File: config.mk
export PLATFORM = sky130hd
export DESIGN_NAME = tctr_regs
export DESIGN_NICKNAME = d
export VERILOG_FILES = /design/src/core/tctr_divider.v /design/src/core/tctr_regs.v
export VERILOG_INCLUDE_DIRS = /design/src /design/src/core
export SDC_FILE = /design/constraint.sdc
export NUM_CORES = 1
export LEC_CHECK = 0
export ABC_CLOCK_PERIOD_IN_PS = 3100
export BUFFER_PORTS_ARGS = -buffer_cell sky130_fd_sc_hd__buf_4
export CORE_ASPECT_RATIO = 0.6
export CORE_UTILIZATION = 57
export DETAILED_ROUTE_END_ITERATION = 10
export PLACE_DENSITY = 0.76
export SYNTH_ARGS = -nofsm -noshare
export SYNTH_HDL_FRONTEND = slang
export SYNTH_HIERARCHICAL = 1
export SYNTH_SLANG_ARGS = --single-unit
export TNS_END_PERCENT = 100
File: constraint.sdc
create_clock -name ref_clk -period 3.1 [get_ports ref_clk]
set_clock_uncertainty 0.05 [all_clocks]
set_input_delay 0.62 -clock ref_clk [delete_from_list [all_inputs] [get_ports ref_clk]]
set_output_delay 0.62 -clock ref_clk [all_outputs]
set_load 0.02 [all_outputs]
File: src/core/tctr_consts.vh
/*
  shared constants of the tuning/temperature register block.
  assumes inclusion by bare name from files under core/.
*/
`ifndef TCTR_CONSTS_VH
`define TCTR_CONSTS_VH

`define TCTR_CODE_DIV 8'h5d
`define TCTR_CODE_CTRL 8'h60
`define TCTR_CODE_TEMP 8'h64
`define TCTR_CODE_TEMP_LO 8'h65
`define TCTR_CODE_TRIM 8'h66

`define TCTR_RST_BYTE 8'h00
`define TCTR_IDLE_BYTE 8'hff
`define TCTR_ADDR_HI 6'h24
`define TCTR_CTRL_DIV_OE 3
`define TCTR_CTRL_BASE_OE 2
`define TCTR_CTRL_HALVE 0
`define TCTR_LAST_BIT 3'h7
`define TCTR_TEMP_PAD 6'h00

`endif

File: src/core/tctr_divider.v
/*
  divided clock output generator.
  assumes base_rise marks each rising edge of the base output, same clock.
*/
`timescale 1ns/1ps
`default_nettype none
module tctr_divider #(
  parameter DW = 8
) (
  input wire ref_clk, // system clock
  input wire rst, // sync reset, active high
  input wire ce, // clock enable
  input wire base_rise, // one-cycle pulse per base period
  input wire base_level, // current base output level
  input wire [DW-1:0] div_n, // divider value n
  input wire halve_mode_bit, // 1: divide by 2(n+1)
  input wire enable, // output enable
  output reg div_q // divided output
);
  reg [DW-1:0] cnt_q;
  reg tog_q;
  wire wrap = (cnt_q >= div_n);

  always @(posedge ref_clk) begin
    if (rst) begin
      cnt_q <= {DW{1'b0}};
      tog_q <= 1'b0;
      div_q <= 1'b0;
    end else if (ce) begin
      if (base_rise) begin
        cnt_q <= wrap ? {DW{1'b0}} : cnt_q + {{(DW-1){1'b0}}, 1'b1};
        if (wrap)
          tog_q <= ~tog_q;
      end
      if (!enable)
        div_q <= 1'b0;
      else if (halve_mode_bit)
        div_q <= tog_q;
      else if (div_n == {DW{1'b0}})
        div_q <= base_level;
      else
        div_q <= (cnt_q == {DW{1'b0}});
    end
  end
endmodule
`default_nettype wire

File: src/core/tctr_regs.v
/*
  two-wire slave register layer of a tuned oscillator: code decode,
  divider/control/trim registers, temperature result, tuning sum.
  assumes scl/sda/address_select_pin are asynchronous pins; sensor and
  factory loading inputs are on ref_clk.
*/
// Operation
// - 8-bit trim register, resets zero, byte access
// - trim is two's complement loading offset
// - trim applied at next temperature update
// - each magnitude step about 0.08 ppm
// - bit 7 sets direction; 80h most negative
// - continuous 10-bit quarter-degree conversions
// - result holds latest conversion, reads harmless
// - high byte sign/integer, low byte fractions
// - 16-bit two's complement, MSB first, high first
// - code 64h reads one or two bytes
// - 5Dh divider, 60h control, one byte
// - 66h reaches trim register, one byte
// - pointer never advances; master resends code
// - second output divides by n+1 or 2(n+1)
// - control resets zero; enable and halve bits
// - address low bit from select pin
`timescale 1ns/1ps
`default_nettype none
`include "tctr_consts.vh"
module tctr_regs #(
  parameter DW = 8,
  parameter TW = 10
) (
  input wire ref_clk, // 20 MHz system clock
  input wire rst, // sync reset, active high
  input wire ce, // clock enable
  input wire scl_i, // bus clock pin
  input wire sda_i, // bus data pin level
  output reg sda_o_q, // bus data drive value, always 0
  output reg sda_oe_q, // high while pulling sda low
  input wire address_select_pin, // strapped address low bit
  input wire [TW-1:0] temp_sample, // finished conversion, quarter degrees
  input wire temp_done, // one-cycle pulse, conversion finished
  input wire [DW-1:0] factory_load, // factory-compensated loading
  output reg [DW+1:0] crystal_load_q, // signed loading setting
  output reg base_clock_output, // base output, gated
  output reg divided_clock_output // divided output, gated
);
  localparam S_IDLE = 7'h01;
  localparam S_ADDR = 7'h02;
  localparam S_ACK = 7'h04;
  localparam S_RX = 7'h08;
  localparam S_TX = 7'h10;
  localparam S_MACK = 7'h20;
  localparam S_WAIT = 7'h40;

  reg scl1_q, scl2_q, scl3_q, sda1_q, sda2_q, sda3_q, as1_q, as2_q;
  reg [6:0] st_q;
  reg [2:0] cnt_q;
  reg [7:0] sh_q, code_q, div_q, ctrl_q, trim_q, tx_hi_q, tx_lo_q;
  reg rd_q, addr_phase_q, code_phase_q, mack_q, idx_q, base_q;
  reg got8_q;
  reg [TW-1:0] temp_q;
  wire div_out;

  wire scl_rise = scl2_q & ~scl3_q;
  wire scl_fall = ~scl2_q & scl3_q;
  wire start_c = scl2_q & scl3_q & ~sda2_q & sda3_q;
  wire stop_c = scl2_q & scl3_q & sda2_q & ~sda3_q;
  wire [7:0] rx_byte = sh_q;
  wire known = (code_q == `TCTR_CODE_DIV) || (code_q == `TCTR_CODE_CTRL) ||
               (code_q == `TCTR_CODE_TEMP) || (code_q == `TCTR_CODE_TRIM);
  wire is_code = (rx_byte == `TCTR_CODE_DIV) || (rx_byte == `TCTR_CODE_CTRL) ||
                 (rx_byte == `TCTR_CODE_TEMP) || (rx_byte == `TCTR_CODE_TRIM);
  wire [15:0] temp_word = {temp_q, `TCTR_TEMP_PAD};

  reg [7:0] rd_byte;
  always @* begin
    case (code_q)
      `TCTR_CODE_DIV: rd_byte = div_q;
      `TCTR_CODE_CTRL: rd_byte = ctrl_q;
      `TCTR_CODE_TRIM: rd_byte = trim_q;
      `TCTR_CODE_TEMP: rd_byte = tx_hi_q;
      default: rd_byte = `TCTR_IDLE_BYTE;
    endcase
  end

  // second byte only exists for temperature; others repeat released bus
  wire [7:0] next_byte = (code_q == `TCTR_CODE_TEMP && !idx_q) ? tx_lo_q : `TCTR_IDLE_BYTE;

  always @(posedge ref_clk) begin
    if (rst) begin
      {scl1_q, scl2_q, scl3_q, sda1_q, sda2_q, sda3_q} <= 6'h3f;
      {as1_q, as2_q} <= 2'h0;
    end else if (ce) begin
      scl1_q <= scl_i;
      scl2_q <= scl1_q;
      scl3_q <= scl2_q;
      sda1_q <= sda_i;
      sda2_q <= sda1_q;
      sda3_q <= sda2_q;
      as1_q <= address_select_pin;
      as2_q <= as1_q;
    end
  end

  // temperature result and tuning sum, independent of bus activity
  always @(posedge ref_clk) begin
    if (rst) begin
      temp_q <= {TW{1'b0}};
      crystal_load_q <= {(DW+2){1'b0}};
    end else if (ce && temp_done) begin
      temp_q <= temp_sample;
      crystal_load_q <= {2'b00, factory_load} + {{2{trim_q[7]}}, trim_q};
    end
  end

  always @(posedge ref_clk) begin
    if (rst) begin
      base_q <= 1'b0;
      base_clock_output <= 1'b0;
      divided_clock_output <= 1'b0;
    end else if (ce) begin
      base_q <= ~base_q;
      base_clock_output <= ~base_q & ctrl_q[`TCTR_CTRL_BASE_OE];
      divided_clock_output <= div_out;
    end
  end

  tctr_divider #(.DW(DW)) u_div (
    .ref_clk(ref_clk),
    .rst(rst),
    .ce(ce),
    .base_rise(~base_q),
    .base_level(~base_q),
    .div_n(div_q),
    .halve_mode_bit(ctrl_q[`TCTR_CTRL_HALVE]),
    .enable(ctrl_q[`TCTR_CTRL_DIV_OE]),
    .div_q(div_out)
  );

  always @(posedge ref_clk) begin
    if (rst) begin
      st_q <= S_IDLE;
      cnt_q <= 3'h0;
      sh_q <= `TCTR_RST_BYTE;
      code_q <= `TCTR_RST_BYTE;
      div_q <= `TCTR_RST_BYTE;
      ctrl_q <= `TCTR_RST_BYTE;
      trim_q <= `TCTR_RST_BYTE;
      tx_hi_q <= `TCTR_RST_BYTE;
      tx_lo_q <= `TCTR_RST_BYTE;
      {rd_q, addr_phase_q, code_phase_q, mack_q, idx_q} <= 5'h00;
      got8_q <= 1'b0;
      sda_o_q <= 1'b0;
      sda_oe_q <= 1'b0;
    end else if (ce) begin
      if (start_c) begin
        st_q <= S_ADDR;
        cnt_q <= 3'h0;
        got8_q <= 1'b0;
        sda_oe_q <= 1'b0;
      end else if (stop_c) begin
        st_q <= S_IDLE;
        sda_oe_q <= 1'b0;
      end else begin
        case (st_q)
          S_IDLE: st_q <= S_IDLE;
          S_WAIT: st_q <= S_WAIT;
          S_ADDR, S_RX: begin
            if (scl_rise) begin
              sh_q <= {sh_q[6:0], sda2_q};
              cnt_q <= cnt_q + 3'h1;
              // counter wraps at eight; flag keeps the start's own scl fall from ending a byte
              if (cnt_q == `TCTR_LAST_BIT)
                got8_q <= 1'b1;
            end else if (scl_fall && got8_q) begin
              // eighth bit has been taken; decide the acknowledge
              got8_q <= 1'b0;
              if (st_q == S_ADDR) begin
                if (sh_q[7:1] == {`TCTR_ADDR_HI, as2_q}) begin
                  rd_q <= sh_q[0];
                  addr_phase_q <= 1'b1;
                  code_phase_q <= ~sh_q[0];
                  sda_oe_q <= 1'b1;
                  st_q <= S_ACK;
                  tx_hi_q <= temp_word[15:8];
                  tx_lo_q <= temp_word[7:0];
                end else
                  st_q <= S_WAIT;
              end else if (code_phase_q) begin
                code_q <= rx_byte;
                code_phase_q <= 1'b0;
                sda_oe_q <= is_code;
                st_q <= is_code ? S_ACK : S_WAIT;
              end else if (known && code_q != `TCTR_CODE_TEMP) begin
                if (code_q == `TCTR_CODE_DIV)
                  div_q <= rx_byte;
                if (code_q == `TCTR_CODE_CTRL)
                  ctrl_q <= rx_byte;
                if (code_q == `TCTR_CODE_TRIM)
                  trim_q <= rx_byte;
                sda_oe_q <= 1'b1;
                st_q <= S_ACK;
                code_phase_q <= 1'b0;
                code_q <= `TCTR_IDLE_BYTE;
              end else
                st_q <= S_WAIT;
            end
          end
          S_ACK: begin
            if (scl_fall) begin
              cnt_q <= 3'h0;
              idx_q <= 1'b0;
              if (addr_phase_q && rd_q) begin
                sh_q <= rd_byte;
                sda_oe_q <= ~rd_byte[7];
                st_q <= S_TX;
              end else begin
                sda_oe_q <= 1'b0;
                st_q <= S_RX;
              end
              addr_phase_q <= 1'b0;
            end
          end
          S_TX: begin
            if (scl_fall) begin
              if (cnt_q == `TCTR_LAST_BIT) begin
                sda_oe_q <= 1'b0;
                st_q <= S_MACK;
              end else begin
                sh_q <= {sh_q[6:0], 1'b0};
                sda_oe_q <= ~sh_q[6];
                cnt_q <= cnt_q + 3'h1;
              end
            end
          end
          S_MACK: begin
            if (scl_rise)
              mack_q <= ~sda2_q;
            else if (scl_fall) begin
              if (mack_q) begin
                sh_q <= next_byte;
                sda_oe_q <= ~next_byte[7];
                idx_q <= 1'b1;
                cnt_q <= 3'h0;
                st_q <= S_TX;
              end else
                st_q <= S_WAIT;
            end
          end
          default: st_q <= S_IDLE;
        endcase
      end
    end
  end
endmodule
`default_nettype wire

* Word-level counts from Yosys, hierarchy flattened
Index checks and enable logic that the tools add are counted.
Operators by class: add/subtract/negate cells 3, divide/modulo/power cells 0, $lt $le $gt $ge 1, equality and inequality tests 49, bitwise logic cells 23, $mul 0, shifts and indexed selects 0, reduce and logical (&&, ||, !) cells 39, muxes and demuxes 77
Operators by type and width (count):
- 7-bit two-way mux | 15
- 8-bit two-way mux | 12
- 8-bit by 7-bit equality test with 1-bit output, second input constant | 8
- 8-bit one-hot mux with 4 select lines | 2
- 10-bit AND reduction | 4
- 7-bit one-hot mux with 5 select lines | 1
- 1-bit two-way mux | 33
- 4-bit != test, second input constant | 8
- 8-bit AND reduction | 4
- 3-bit two-way mux | 9
- 2-bit != test, second input constant | 13
- 3-bit != test, second input constant | 7
- 8-bit zero test | 2
- 1-bit inverter | 15
- 3-bit one-hot mux with 4 select lines | 1
- 12-bit AND reduction | 1
- 11-bit AND reduction | 1
- 9-bit by 8-bit adder with 10-bit output | 1
- 5-bit AND reduction | 2
- 9-bit AND reduction | 1
- 8-bit by 1-bit adder with 8-bit output, second input constant | 1
- 1-bit bitwise AND | 8
- 8-bit >= comparator | 1
- 8-bit by 7-bit != test with 1-bit output, second input constant | 1
- 28 further kinds | 41
Storage, ports and cells: RAM bits 0, latch bits 0, bits in registers 108, logic and storage cells 224, memories kept 0, input port bits 25, output and inout bits 14, ROM bits 0

* Depth between registers and ports, before layout
depth after elaboration 13, depth in mapped cells 9, depth with buffers taken out 9

* Modules after synthesis
Netlist, hierarchy kept.
Modules (own cells, without submodules):
- tctr_regs | area each 5136.2 um^2, cells each 595, times used 1
- tctr_divider | area each 709.4 um^2, cells each 83, times used 1

* Worst setup path before layout
Ideal clock, no wire load.
path kind input to register, from in factory_load[1], to reg crystal_load_q[9], data arrival time 2.039 ns, stages on the path 7, setup time 0.116 ns, slack 0.895 ns, cell sequence ha_1 -> a211oi_1 -> o21ai_0 -> a21oi_1 -> o21ai_0 -> mux2_2 -> a31o_2
On the way: longest elaborated chain between the ends 1
RTL lines:
- start: declaration | line tctr_regs.v:41 | input wire [DW-1:0] factory_load,
- 9-bit by 8-bit adder with 10-bit output | line tctr_regs.v:111 | crystal_load_q <= {2'b00, factory_load} + {{2{trim_q[7]}}, trim_q};
- end signal: assignment | line tctr_regs.v:108 | crystal_load_q <= {(DW+2){1'b0}};
- end signal: assignment | line tctr_regs.v:111
- end: declaration | line tctr_regs.v:42 | output reg [DW+1:0] crystal_load_q,
Every way passes these cells. A chain may end at the register's enable or synchronous reset.

* Worst setup path after layout
from reg st_q[5], to reg sh_q[5], in the netlist rx_byte[5]
On the way: longest elaborated chain between the ends 4
RTL lines:
- start: declaration | line tctr_regs.v:55 | reg [6:0] st_q;
- start signal: assignment | line tctr_regs.v:192 | st_q <= is_code ? S_ACK : S_WAIT;
- 7-bit by 2-bit equality test with 1-bit output or 7-bit by 4-bit equality test with 1-bit output (tied branches) | line tctr_regs.v:164 | case (st_q)
- 2-bit OR reduction | line tctr_regs.v:164
- 4-bit nonzero test (no source line) or 2-bit != test (tied branches)
- 12-bit AND reduction (no source line)
- end signal: assignment | line tctr_regs.v:143 | sh_q <= `TCTR_RST_BYTE;
- end signal: assignment | line tctr_regs.v:169 | sh_q <= {sh_q[6:0], sda2_q};
- end signal: assignment | line tctr_regs.v:213 | sh_q <= rd_byte;
- end: declaration | line tctr_regs.v:57 | reg [7:0] sh_q, code_q, div_q, ctrl_q, trim_q, tx_hi_q, tx_lo_q;
Several ways; a longest one is shown, not always the timed one.

==> qor.csv <==
stage,metric,value,unit
outcome,run status,finished clean,
layout,Layout Cells excl Fill,846,
detailed_routing,initial drt markers,486,
synthesis,mux cell area share after synthesis,8.112,%
timing,RSZ-0062 raised after global routing,false,
floorplan,Die Y,80.44,µm
floorplan,die area,10680,µm²
clocking,Num CTS Buffers,9,
synthesis,Synth Area in Adders,4.837,%
power_and_ir_drop,power per cell area,430.7,nW/µm²
critical_path,WP data required,3.26,ns
global_route,initial antenna violation count,0,
detailed_routing,Via density,6.144,
power_and_ir_drop,Leak,0.002701,µW
clocking,post-CTS setup buffer count,0,
placement,Port Buffers,37,
clocking,post-CTS sizing,0,
global_route,vias in the first global route,4509,
timing,final worst path period share,81.49,%
floorplan,Ports,39,
detailed_routing,DRT antenna net count,0,
timing,setup violators final,0,
synthesis,Async SR Flop Fraction,0,%
detailed_routing,DRC viols,0,
run,number of max-cap violations,0,
clocking,Clock Sinks,108,
detailed_routing,DRT Pass-1 Iters,5,
synthesis,"Top FF cell, synth",dfxtp_1,
detailed_routing,WL/cell,18.44,µm
layout,layout cells sized above 1,14.35,%
global_route,global-route wire length before repair,24.68,mm
detailed_routing,drt total wl,15.60,mm
placement,Placer Congestion,1.024,
clocking,deepest clock path buffer count,2,
global_route,gr ovfl total,0,
clocking,CTS tree,yes,
placement,Placed Cells incl. Taps,830,
detailed_routing,vias post-DR,5198,
floorplan,Initial Util,58.96,%
floorplan,# rows,28,
clocking,htree depth,3,
critical_path,Worst Path Max Fanout,16,
critical_path,type of element launching the critical path,register,
clocking,Skew-Pair Late Insertion Delay,0.35,ns
timing,"Slew Viols, Final",0,
critical_path,Worst R2R Start,st_q[5]$_SDFFE_PP0P_,
critical_path,Critical-path top delay cell,a211oi_4,
synthesis,post-synthesis cell type count,89,
floorplan,Horiz. Die Dim,132.7,µm
synthesis,Synth Area in Compound Gates,18.62,%
timing,Least-Margin Pin Slew,0.6370,ns
synthesis,Synth Net Count,725,
clocking,clock root cell,clkbuf_16,
synthesis,Yosys Warn Count,6,
synthesis,Post-synth EDFFs,0,
timing,setup TNS,0,ns
synthesis,sequential area share after synthesis,36.99,%
critical_path,Crit Path Class,reg -> reg,
timing,Hold Fails Final Rpt,0,
timing,Tmin final,2.526,ns
synthesis,register bit total from synthesis,108,
layout,FF/Latch Area,2162,µm²
critical_path,CP Capture Type,register,
floorplan,area of the core,9915,µm²
synthesis,Syn Inst Count,678,
synthesis,Syn Area/Cell,8.622,µm²
synthesis,XOR/XNOR Fraction of Synth Area,2.247,%
clocking,"CTS clk-pin slew, worst paths",0.08,ns
layout,n_diodes,0,
clocking,post-cts hold buffer count,0,
global_route,largest net degree at the start of global routing,58,
synthesis,largest family of logic cells by synthesized area,simple AND/OR/NAND/NOR gates,
timing,slew margin rel.,57.48,%
critical_path,arrival time worst endpoint,2.69,ns
critical_path,crit path cell chain,"or3b_2, o21ai_0, nand3_1, a211oi_4, and4b_1, nor3_2",
synthesis,Synth Area in Simple Gates,24.44,%
timing,Max Freq,0.3959,GHz
synthesis,synthesized cell area,5846,µm²
layout,# fillers,798,
placement,DP Wirelength,11.50,mm
min_path,Hold Path Class,reg -> reg,
critical_path,CP max stage delay,0.63,ns
layout,multi-input logic area,3410,µm²
min_path,hold_sp,temp_q[1]$_SDFFE_PP0P_,
critical_path,CP startpoint,st_q[5]$_SDFFE_PP0P_,
layout,Final nets,753,
layout,Layout Area Growth over Synthesis,12.20,%
power_and_ir_drop,Worst VDD drop,0.2591,mV
global_route,Total GRT Usage,30.11,%
[through the flow]
step           cell area (µm²)  setup slack (ns)  hold slack [ns]  total power (µW)  utilization (%)
6_report                  6559            0.5738           0.4112              2825            66.15
5_1_grt                   6559            0.4174           0.4201              2916            66.15
4_1_cts                   6559            0.6110           0.4130              2839            66.15
3_5_place_dp              6247            0.6199           0.4015              1654            63.01
3_3_place_gp              6247            0.6197           0.3950              1649            63.01
2_1_floorplan             5846            0.8948           0.3860              1580                -
[kinds of logic after synthesis]
family | after synthesis
other | 1
buffers and inverters | 64
XOR/XNOR | 15
AO/OA/AOI/OAI | 146
multiplexers | 47
flip-flops | 108
AND/OR/NAND/NOR | 275
adder cells (fa/ha/maj) | 22
[report_power, final]
group	leakage, µW	switching, µW	internal, µW	total, µW
sequential	0.000874	19.3	1410	1430
clock	0.000148	554	646	1200
combinational	0.00168	118	78.8	197
[cells in the mapped netlist, types with 3 or more instances]
library cell | count | area (µm²)
nor3b_1 | 9 | 67.56
a31oi_1 | 5 | 31.28
or3_1 | 3 | 18.77
o211ai_1 | 4 | 30.03
nor2_1 | 88 | 330.3
nand4_1 | 14 | 87.58
nand3_1 | 16 | 80.08
and2_1 | 3 | 18.77
xnor2_1 | 7 | 61.31
o21ai_1 | 3 | 15.01
a21oi_1 | 30 | 150.1
a22o_1 | 9 | 78.83
dfxtp_1 | 108 | 2162
ha_1 | 21 | 262.8
a21o_1 | 3 | 22.52
nor3_1 | 6 | 30.03
o31ai_1 | 5 | 37.54
buf_1 | 4 | 15.01
a22oi_1 | 4 | 30.03
buf_6 | 3 | 33.78
o22ai_1 | 10 | 62.56
nand2b_1 | 8 | 50.05
o21bai_1 | 3 | 22.52
clkbuf_1 | 25 | 93.84
nand2_1 | 70 | 262.8
a31o_2 | 5 | 43.79
and4b_1 | 3 | 30.03
and3_1 | 12 | 75.07
o22a_1 | 3 | 26.28
a211oi_1 | 8 | 60.06
mux2i_1 | 44 | 440.4
o211a_1 | 5 | 50.05
nor4_1 | 4 | 25.02
buf_2 | 3 | 15.01
nor2b_1 | 9 | 56.30
inv_1 | 26 | 97.59
o21ai_0 | 20 | 100.1
o21a_1 | 3 | 22.52
xor2_1 | 8 | 70.07
[critical path: cells and delay by family (launching register included)]
family          cells  cell delay, ns
compound gates      2            0.74
flops               1            0.51
simple gates        4            1.09
[final timing paths]
| check | slack, ns | end | depth (start not counted) |
|---|---|---|---|
| worst min-delay path | 0.41 | temp_q[1]$_SDFFE_PP0P_ | 2 |
| worst min register to register | 0.41 | temp_q[1]$_SDFFE_PP0P_ | 2 |
| worst max register to register | 0.57 | rx_byte[5]$_SDFFE_PP0P_ | 6 |
| worst max-delay path | 0.57 | rx_byte[5]$_SDFFE_PP0P_ | 6 |
[registers in the layout (all words and copies together) (netlist names), 8 cells and up]
signal          cells
trim_q              8
crystal_load_q     10
div_q               8
rx_byte             8
ctrl_q              8
code_q              8
tx_hi_q             8
u_div/cnt_q         8
temp_q             10
[layout make-up]
cell class,instances,area share (%)
multi-input combinational,506,51.98
sequential,108,32.96
timing repair buffer,54,6.181
clock buffer,10,3.491
tap,135,2.575
inverter,27,1.545
clock inverter,6,1.259
[cells in the final DEF, fill, tap and decap left out, types with 3 or more instances in the layout]
cell         n
dfxtp_1    108
nor2_1      88
nand2_1     70
buf_4       54
mux2i_1     44
a21oi_1     30
inv_1       26
ha_1        21
o21ai_0     20
nand3_1     16
nand4_1     14
and3_1      12
o22ai_1     10
nor2b_1      9
nor3b_1      9
a22o_1       9
clkbuf_16    9
a211oi_1     8
xor2_1       8
nand2b_1     8
xnor2_1      7
nor3_1       6
o31ai_1      5
a31oi_1      5
a31o_2       5
o211a_1      5
o211ai_1     4
nor4_1       4
a22oi_1      4
and2_1       3
o21a_1       3
a21o_1       3
or3_1        3
and4b_1      3
o22a_1       3
o21ai_1      3
o21bai_1     3
[per-layer routing]
| layer | up-vias | wire length (µm) | global-route usage (%) |
|---|---|---|---|
| met4 | 0 | 83 | 5.402 |
| met2 | 225 | 6047 | 39.95 |
| met5 | - | 0 | 0 |
| met1 | 2459 | 7888 | 46.95 |
| met3 | 11 | 1578 | 8.270 |
| li1 | 2503 | - | - |
Power figures use the tool's default switching activity.
